[config.mk]
export PLATFORM = sky130hd
export DESIGN_NAME = reset_remap
export DESIGN_NICKNAME = d
export VERILOG_FILES = /design/src/core/reset_remap_pkg.sv /design/src/core/pin_sync.sv /design/src/core/reset_stretch.sv /design/src/core/reset_remap.sv
export SDC_FILE = /design/constraint.sdc
export NUM_CORES = 1
export LEC_CHECK = 0
export ABC_AREA = 1
export BUFFER_PORTS_ARGS = -buffer_cell sky130_fd_sc_hd__clkbuf_2
export CAP_MARGIN = 40
export CORE_MARGIN = 2
export CORE_UTILIZATION = 46
export CTS_CLUSTER_SIZE = 20
export DETAILED_ROUTE_END_ITERATION = 6
export GPL_TIMING_DRIVEN = 1
export PLACE_DENSITY = 0.87
export SLEW_MARGIN = 20
export SYNTH_ARGS = -nofsm -noshare
export SYNTH_HDL_FRONTEND = slang
export SYNTH_HIERARCHICAL = 1
export SYNTH_SLANG_ARGS = --single-unit
export TNS_END_PERCENT = 50
[constraint.sdc]
create_clock -name ref_clk_i -period 2.4 [get_ports ref_clk_i]
set_input_delay 0.48 -clock ref_clk_i [delete_from_list [all_inputs] [get_ports ref_clk_i]]
set_output_delay 0.48 -clock ref_clk_i [all_outputs]
set_load 0.1 [all_outputs]
[src/core/reset_remap_pkg.sv]
// Shared constants for the reset cause and memory remap block.
package reset_remap_pkg;
   localparam logic [31:0] ADDR_MAP_SELECT   = 32'hffff0220;
   localparam logic [31:0] ADDR_CAUSE_STATUS = 32'hffff0230;
   localparam logic [31:0] ADDR_CAUSE_CLEAR  = 32'hffff0234;
   localparam logic [31:0] ADDR_IRQ_STATUS   = 32'hffff0238;
   localparam logic [31:0] ADDR_IRQ_MASK     = 32'hffff023c;
   localparam int          MAP_SRAM_BIT      = 0;
   localparam int          CAUSE_POR_BIT     = 0;
   localparam int          CAUSE_WDT_BIT     = 1;
   localparam int          CAUSE_SW_BIT      = 2;
   localparam int          CAUSE_W           = 3;
   localparam logic [2:0]  CAUSE_POR_VAL     = 3'h1;
   localparam logic [2:0]  CAUSE_NONE        = 3'h0;
   localparam logic [7:0]  MAP_RESET_VAL     = 8'h00;
   localparam int          IRQ_CLR_BAD_BIT   = 2;
   localparam logic [31:0] VECTOR_ADDR       = 32'h00000000;
   localparam logic [31:0] VECTOR_TOP        = 32'h00000020;
   localparam int          CLK_PERIOD_PS     = 5000;
   localparam int          RST_PULSE_NS      = 100;
   localparam int          RST_PULSE_CYC     = (RST_PULSE_NS * 1000) / CLK_PERIOD_PS;
   localparam int          BOOT_TIME_NS      = 1000;
   localparam int          BOOT_CYC          = (BOOT_TIME_NS * 1000 + CLK_PERIOD_PS - 1)
                                               / CLK_PERIOD_PS;
endpackage : reset_remap_pkg

[src/core/pin_sync.sv]
// Two-stage synchroniser for asynchronous pin levels.
`timescale 1ns/10ps
`default_nettype none
module pin_sync #(
   parameter int         W       = 1,
   parameter logic [W-1:0] RST_VAL = '0
) (
   input  wire logic         ref_clk_i,
   input  wire logic         srst_i,
   input  wire logic [W-1:0] pin_i,
   output logic      [W-1:0] level_o
);
   logic [W-1:0] meta_q;
   logic [W-1:0] sync_q;

   always_ff @(posedge ref_clk_i) begin
      if (srst_i) begin
         meta_q <= RST_VAL;
         sync_q <= RST_VAL;
      end else begin
         meta_q <= pin_i;
         sync_q <= meta_q;
      end
   end

   assign level_o = sync_q;
endmodule : pin_sync
`default_nettype wire

[src/core/reset_stretch.sv]
// Stretches any reset trigger into a system reset of fixed minimum length.
`timescale 1ns/10ps
`default_nettype none
module reset_stretch #(
   parameter int CYC = 20
) (
   input  wire logic ref_clk_i,
   input  wire logic srst_i,
   input  wire logic trig_i,
   output logic      rst_o
);
   localparam int CW = $clog2(CYC + 1);
   logic [CW-1:0] cnt_q;
   logic [CW-1:0] cnt_d;

   // A held trigger keeps reloading, so the pulse ends CYC cycles after it drops.
   assign cnt_d = trig_i ? CW'(CYC) : ((cnt_q != '0) ? cnt_q - CW'(1) : cnt_q);

   always_ff @(posedge ref_clk_i) begin
      if (srst_i) begin
         cnt_q <= CW'(CYC);
      end else begin
         cnt_q <= cnt_d;
      end
   end

   assign rst_o = (cnt_q != '0);

   a_pulse_len : assert property (@(posedge ref_clk_i) disable iff (srst_i)
      $fell(trig_i) |-> rst_o [*2])
      else $error("Reset pulse ended too early.");
endmodule : reset_stretch
`default_nettype wire

[src/core/reset_remap.sv]
// Reset cause log, SRAM/flash remap select and boot sequencing behind an Avalon-MM slave.
`timescale 1ns/10ps
`default_nettype none
// Functional notes
// Any reset clears the map select so flash appears at address zero.
// Writing 1 to map select bit 0 mirrors SRAM at address zero.
// Clearing map select bit 0 brings flash back at address zero.
// The mirrored region covers at least the vectors from 0x0 to 0x20.
// Software switches the map only from flash above 0x00080020.
// After reset run the kernel, then in normal mode start at vector zero.
// Reset sources are external pin, power-on, watchdog and software.
// Power-on reset sets cause bit 0.
// Watchdog timeout sets cause bit 1.
// Writing 1 to cause bit 2 forces a reset and keeps that flag.
// A cause flag stays set until its clear register bit is written 1.
// External pin reset sets no cause flag.
// A clear leaving any set flag uncleared raises a reset.
// Cause bits 7 to 3 are reserved.
// Reserved bits read zero; the clear register reads zero.
module reset_remap #(
   parameter logic [31:0] MIRROR_TOP = reset_remap_pkg::VECTOR_TOP,
   parameter int          BOOT_CYC   = reset_remap_pkg::BOOT_CYC
) (
   input  wire logic        ref_clk_i,
   input  wire logic        srst_i,
   input  wire logic [31:0] avs_address_i,
   input  wire logic        avs_read_i,
   input  wire logic        avs_write_i,
   input  wire logic [31:0] avs_writedata_i,
   input  wire logic [3:0]  avs_byteenable_i,
   output logic      [31:0] avs_readdata_o,
   output logic             avs_waitrequest_o,
   input  wire logic        ext_rst_n_i,
   input  wire logic        wdt_timeout_i,
   input  wire logic        boot_select_n_i,
   input  wire logic [31:0] fetch_addr_i,
   output logic             fetch_sram_o,
   output logic             remap_sram_o,
   output logic             sys_rst_o,
   output logic             kernel_active_o,
   output logic             user_start_o,
   output logic      [31:0] start_addr_o,
   output logic             irq_o
);
   typedef enum logic [2:0] {
      BOOT_KERNEL   = 3'b001,
      BOOT_USER     = 3'b010,
      BOOT_DOWNLOAD = 3'b100
   } boot_state_t;

   localparam int BW = $clog2(BOOT_CYC + 1);

   function automatic logic hit(input logic [31:0] a, input logic [31:0] off);
      return a == off;
   endfunction : hit

   logic        ack_q;
   logic [31:0] rdata_q;
   logic [31:0] rdata_d;
   logic [2:0]  cause_q;
   logic [2:0]  cause_d;
   logic        map_q;
   logic        map_d;
   logic [2:0]  ist_q;
   logic [2:0]  ist_d;
   logic [2:0]  msk_q;
   boot_state_t boot_q;
   boot_state_t boot_d;
   logic [BW-1:0] bcnt_q;
   logic        start_q;
   logic        start_d;
   logic [1:0]  pins_s;

   pin_sync #(
      .W       (2),
      .RST_VAL (2'h3)
   ) u_pin_sync (
      .ref_clk_i (ref_clk_i),
      .srst_i    (srst_i),
      .pin_i     ({ext_rst_n_i, boot_select_n_i}),
      .level_o   (pins_s)
   );

   wire ext_rst_n_s  = pins_s[1];
   wire boot_normal  = pins_s[0];

   // Avalon slave: one wait cycle per access, the transfer completes on the second edge.
   wire req       = avs_read_i | avs_write_i;
   wire done      = req & ack_q;
   wire wr        = done & avs_write_i & avs_byteenable_i[0];
   wire rd        = done & avs_read_i;
   wire hit_map   = hit(avs_address_i, reset_remap_pkg::ADDR_MAP_SELECT);
   wire hit_sta   = hit(avs_address_i, reset_remap_pkg::ADDR_CAUSE_STATUS);
   wire hit_clr   = hit(avs_address_i, reset_remap_pkg::ADDR_CAUSE_CLEAR);
   wire hit_ist   = hit(avs_address_i, reset_remap_pkg::ADDR_IRQ_STATUS);
   wire hit_msk   = hit(avs_address_i, reset_remap_pkg::ADDR_IRQ_MASK);
   wire [2:0] wd3 = avs_writedata_i[2:0];

   assign avs_waitrequest_o = req & ~ack_q;
   assign avs_readdata_o    = rdata_q;

   // Reset sources and cause flags.
   wire set_wdt   = wdt_timeout_i;
   wire set_sw    = wr & hit_sta & wd3[reset_remap_pkg::CAUSE_SW_BIT];
   wire wr_clr    = wr & hit_clr;
   wire [2:0] clr_mask = wr_clr ? wd3 : reset_remap_pkg::CAUSE_NONE;
   wire clr_bad   = wr_clr & (|(cause_q & ~wd3));
   wire ext_rst   = ~ext_rst_n_s;
   wire rst_trig  = set_wdt | set_sw | clr_bad | ext_rst;
   wire rst_any   = rst_trig | sys_rst_o;

   // A new cause in the cycle of its clear wins over the clear.
   wire [2:0] cause_set = {set_sw, set_wdt, 1'b0};
   assign cause_d = (cause_q & ~clr_mask) | cause_set;

   reset_stretch #(
      .CYC (reset_remap_pkg::RST_PULSE_CYC)
   ) u_reset_stretch (
      .ref_clk_i (ref_clk_i),
      .srst_i    (srst_i),
      .trig_i    (rst_trig),
      .rst_o     (sys_rst_o)
   );

   always_ff @(posedge ref_clk_i) begin
      if (srst_i) begin
         cause_q <= reset_remap_pkg::CAUSE_POR_VAL;
      end else begin
         cause_q <= cause_d;
      end
   end

   // Map select; software must flip it from code outside the mirrored window.
   assign map_d = rst_any ? 1'b0 : ((wr & hit_map) ? avs_writedata_i[reset_remap_pkg::MAP_SRAM_BIT]
                                                   : map_q);

   always_ff @(posedge ref_clk_i) begin
      if (srst_i) begin
         map_q <= reset_remap_pkg::MAP_RESET_VAL[0];
      end else begin
         map_q <= map_d;
      end
   end

   assign remap_sram_o = map_q;
   // The mirror decode covers the whole vector area; MIRROR_TOP sets its top and nothing stops a value below 0x20 from shrinking it.
   assign fetch_sram_o = map_q & (fetch_addr_i < MIRROR_TOP);

   // Interrupt status: read clears, a concurrent event still sets.
   wire [2:0] ev = {clr_bad, set_sw, set_wdt};
   assign ist_d = ((rd & hit_ist) ? 3'h0 : ist_q) | ev;
   assign irq_o = |(ist_q & msk_q);

   always_ff @(posedge ref_clk_i) begin
      if (srst_i) begin
         ist_q <= 3'h0;
         msk_q <= 3'h0;
      end else begin
         ist_q <= ist_d;
         msk_q <= (wr & hit_msk) ? wd3 : msk_q;
      end
   end

   // Read data is latched in the wait cycle so it is steady when waitrequest drops.
   assign rdata_d = hit_map ? {31'h0, map_q} :
                    hit_sta ? {29'h0, cause_q} :
                    hit_ist ? {29'h0, ist_q} :
                    hit_msk ? {29'h0, msk_q} :
                    32'h0;

   always_ff @(posedge ref_clk_i) begin
      if (srst_i) begin
         ack_q   <= 1'b0;
         rdata_q <= 32'h0;
      end else begin
         ack_q   <= req & ~ack_q;
         rdata_q <= (req & ~ack_q) ? rdata_d : rdata_q;
      end
   end

   // Boot sequencing: the kernel runs after every reset, then hands over.
   wire boot_done = (bcnt_q == '0);

   always_comb begin
      boot_d  = boot_q;
      start_d = 1'b0;
      unique case (boot_q)
         BOOT_KERNEL: begin
            if (boot_done) begin
               boot_d  = boot_normal ? BOOT_USER : BOOT_DOWNLOAD;
               start_d = boot_normal;
            end
         end
         BOOT_USER: begin
            boot_d = BOOT_USER;
         end
         BOOT_DOWNLOAD: begin
            boot_d = BOOT_DOWNLOAD;
         end
      endcase
      if (rst_any) begin
         boot_d  = BOOT_KERNEL;
         start_d = 1'b0;
      end
   end

   always_ff @(posedge ref_clk_i) begin
      if (srst_i) begin
         boot_q  <= BOOT_KERNEL;
         bcnt_q  <= BW'(BOOT_CYC);
         start_q <= 1'b0;
      end else begin
         boot_q  <= boot_d;
         bcnt_q  <= rst_any ? BW'(BOOT_CYC) : (boot_done ? bcnt_q : bcnt_q - BW'(1));
         start_q <= start_d;
      end
   end

   assign kernel_active_o = (boot_q == BOOT_KERNEL);
   assign user_start_o    = start_q;
   assign start_addr_o    = reset_remap_pkg::VECTOR_ADDR;

   // Checks.
   a_map_reset : assert property (@(posedge ref_clk_i) disable iff (srst_i)
      rst_any |=> !remap_sram_o)
      else $error("Map select survived a reset.");
   a_map_set : assert property (@(posedge ref_clk_i) disable iff (srst_i)
      (wr && hit_map && avs_writedata_i[0] && !rst_any) |=> remap_sram_o)
      else $error("SRAM not mirrored after write.");
   a_map_clear : assert property (@(posedge ref_clk_i) disable iff (srst_i)
      (wr && hit_map && !avs_writedata_i[0]) |=> !remap_sram_o)
      else $error("Flash not restored after clear.");
   a_mirror_span : assert property (@(posedge ref_clk_i) disable iff (srst_i)
      (remap_sram_o && fetch_addr_i < 32'h20) |-> fetch_sram_o)
      else $error("Vector area not mirrored.");
   a_wdt_flag : assert property (@(posedge ref_clk_i) disable iff (srst_i)
      wdt_timeout_i |=> cause_q[1] && sys_rst_o)
      else $error("Watchdog cause not logged.");
   a_sw_reset : assert property (@(posedge ref_clk_i) disable iff (srst_i)
      set_sw |=> cause_q[2] && sys_rst_o && !remap_sram_o)
      else $error("Software reset not taken.");
   a_flag_hold : assert property (@(posedge ref_clk_i) disable iff (srst_i)
      !wr_clr |=> (cause_q & $past(cause_q)) == $past(cause_q))
      else $error("Cause flag lost without clear.");
   a_bad_clear : assert property (@(posedge ref_clk_i) disable iff (srst_i)
      clr_bad |=> sys_rst_o ##1 sys_rst_o)
      else $error("Partial clear raised no reset.");
   a_clr_reads_0 : assert property (@(posedge ref_clk_i) disable iff (srst_i)
      (rd && hit_clr) |-> avs_readdata_o == 32'h0)
      else $error("Clear register read nonzero.");
   a_boot_start : assert property (@(posedge ref_clk_i) disable iff (srst_i)
      user_start_o |-> $past(kernel_active_o) && start_addr_o == 32'h0)
      else $error("User start not after kernel.");

   c_remap_sram : cover property (@(posedge ref_clk_i) disable iff (srst_i)
      wr && hit_map ##1 remap_sram_o);
   c_wdt_reset : cover property (@(posedge ref_clk_i) disable iff (srst_i)
      wdt_timeout_i ##1 sys_rst_o);
   c_bad_clear : cover property (@(posedge ref_clk_i) disable iff (srst_i) clr_bad);
   c_user_start : cover property (@(posedge ref_clk_i) disable iff (srst_i) user_start_o);
endmodule : reset_remap
`default_nettype wire

==> run metrics <==
Fin Clk Skew=0.003072 ns; share of layout cells above drive strength 1=29.52%; Critical Path Source Type=register; starting density of the core=47.74%; CP arrival=1.59 ns; Crit-path slowest cell=clkbuf_2; setup TNS=0 ns; drt pass-1 iters=4; Slew Limit Fails=0; grt met1 use=19.22%; Worst Hold Class=primary input to register; number of enable flip-flop cells after synthesis=0; Worst-path clk slew=0.07 ns; WL per Instance=10.40 um; Area Overhead vs Synth=13.76%; die height=79.60 um; post-DP HPWL=4626 um; placed cell count=518; via count=2433; vias in the first global route=2232; fmax=483.5 MHz; clock tree buffer depth=2; GPL Wtd Cong=0.8104; Post-route DRC=0; Root Buffer=clkbuf_8; CTS buffer count=5; gr busiest metal=met2; GR Util met3=4.299%; RSZ-0062 raised after global routing=no; CTS tree=done; initial antenna violation count=0; Slew headroom=62.99%; most numerous cell in the Yosys netlist=nand2_1; Port Buffers=79; Nets=563; Post-CTS Hold Buffers=0; GRT Resource Usage Total=17.88%; Setup Fix Bufs, Post-CTS=0; Syn Area/Cell=7.143 um^2; outcome=completed; Cell Rows=27; area of the die=6335 um^2; fin cells=526; Leakage=1.503 nW; Post-synth top cells=nand2_1, buf_4, inv_1; crit path kind=register to output port; CP endpoint kind=output port; period utilisation layout=86.17%; post-cts sizing count=0; total gr overflow=0; Final Hold Fails=0; cells after synthesis=368; number of max-capacitance violations reported=0; Sink Count=35; met2 usage=32.44%; Ys Warns=6; Worst-Skew Late Latency=0.29 ns; most frequent CP cell=inv_1; Yosys top cell area share=26.65%; largest net degree at the start of global routing=13; Netlist Area Pre-Place=2629 um^2; CP required=1.92 ns; number of fill cells in the layout=571; Seq/Total Area, Yosys=26.65%; Setup violations, final=0; Cell variety after synth=37; synth top area cells=dfxtp_1, buf_4, nand2_1; ordered list of cells on the worst path=inv_1 > ha_1 > inv_1 > nor2_4 > nand2_4 > clkbuf_2; CP max stage delay=0.46 ns; Worst-Margin Slew=0.5575 ns; first-pass GRT wire length=9052 um; Worst Path Buf+Inv=3; Ports=178; H-Tree Depth=2; final worst path period need=2.068 ns; Die Width=79.60 um; Yosys top cell by area=dfxtp_1; peak supply drop=0.3871 mV; Primary FF master, synth=dfxtp_1; initial DRC count=75; Top delay family on crit path=buffers and inverters; DR vias/cell=4.625; Post-synth ARST share=0%; Crit Path Max Fanout=6; register bit total from synthesis=35; PD cells=539.9 nW/um^2; Routed WL=5470 um; Core Region=5507 um^2; diode count=0; Hold WS=0.3619 ns; Antenna Violating Nets Remaining=0
-- through the flow --
step | setup WS, ns | utilization [%] | instance area (um^2) | total power, mW
3_5_place_dp | 0.4947 | 52.78 | 2907 | 1.215
2_1_floorplan | -0.3307 | - | 2861 | 1.205
4_1_cts | 0.3183 | 54.31 | 2990 | 1.622
6_report | 0.3318 | 54.31 | 2990 | 1.614
5_1_grt | 0.2297 | 54.31 | 2990 | 1.680
3_3_place_gp | 0.4662 | 52.78 | 2907 | 1.206
-- state kept, by name, indices dropped and copies added (netlist names) --
register and cells:
u_reset_stretch/cnt_q 5, cause_q 3, avs_readdata_o 3, bcnt_q 8, u_pin_sync/meta_q 2, u_pin_sync/level_o 2, msk_q 3, user_start_o 1
ist_q 3, remap_sram_o 1, ack_q 1, boot_q 3
-- per-layer routing --
layer  vias to the layer above  share of wire, %
li1                       1219                 -
met1                      1104                40
met2                        98                50
met3                        12               7.6
met4                         0               2.6
met5                         -                 0
-- area by class of cell --
cell class	instances	area, um^2	area share, %
sequential	35	700.7	23.43
clock inverter	3	15.01	0.5021
tap	72	90.09	3.013
timing repair buffer	80	417.9	13.97
multi-input combinational	285	1525	51.00
inverter	46	172.7	5.774
clock buffer	5	68.82	2.301
-- worst reg2reg max path, delay by kind of cell, from the launching register on --
kind | cells | cell delay (ns)
AND/OR/NAND/NOR | 5 | 1.04
buffers and inverters | 2 | 0.20
adder cells (fa/ha/maj) | 1 | 0.17
flip-flops | 1 | 0.30
-- final timing paths --
kind,start,endpoint,slack [ns],depth (start not counted)
setup / recovery,u_reset_stretch/cnt_q[0],sys_rst_o,0.33,6
hold / removal,boot_select_n_i,u_pin_sync/meta_q[0],0.36,3
setup reg to reg,u_reset_stretch/cnt_q[0],boot_q[2],0.64,8
hold reg to reg,u_pin_sync/meta_q[1],u_pin_sync/level_o[1],0.43,2
-- power by group --
| part | switching [mW] | total, mW | internal (mW) |
|---|---|---|---|
| Clock | 0.213 | 0.411 | 0.198 |
| Sequential | 0.00928 | 0.602 | 0.593 |
| Combinational | 0.525 | 0.601 | 0.0760 |
| Total | 0.747 | 1.61 | 0.867 |
-- kinds of logic (layout without fill, tap and decap cells) --
| kind of cell | count (synthesis) | count (layout) | synth area share [%] |
|---|---|---|---|
| simple gates | 186 | 186 | 39.31 |
| compound gates | 30 | 30 | 6.616 |
| flops | 35 | 35 | 26.65 |
| xor+xnor | 5 | 5 | 1.666 |
| buf+inv | 108 | 134 | 24.18 |
| fa+ha+maj | 3 | 3 | 1.428 |
| other cells | 1 | 61 | 0.1427 |
-- cells in the final DEF (no fill, tap or decap), types with 2 or more instances in the layout --
cell type / instances
clkbuf_2: 78
nand2_1: 74
conb_1: 61
inv_1: 42
dfxtp_1: 35
nor2_1: 33
nand3_1: 24
a21oi_1: 12
nor2_2: 11
nor2_4: 9
nor4_1: 7
o21ai_0: 5
clkbuf_8: 5
inv_2: 4
nand4_1: 4
o21ai_1: 4
xor2_1: 4
nand2_2: 3
nand3_2: 3
nor3_2: 3
nand2_4: 3
ha_1: 3
clkinv_2: 3
nand4_4: 2
o211ai_1: 2
nand3b_1: 2
nand3b_4: 2
nor3_1: 2
a31oi_1: 2
a21oi_2: 2
Power figures use the tool's default switching activity.
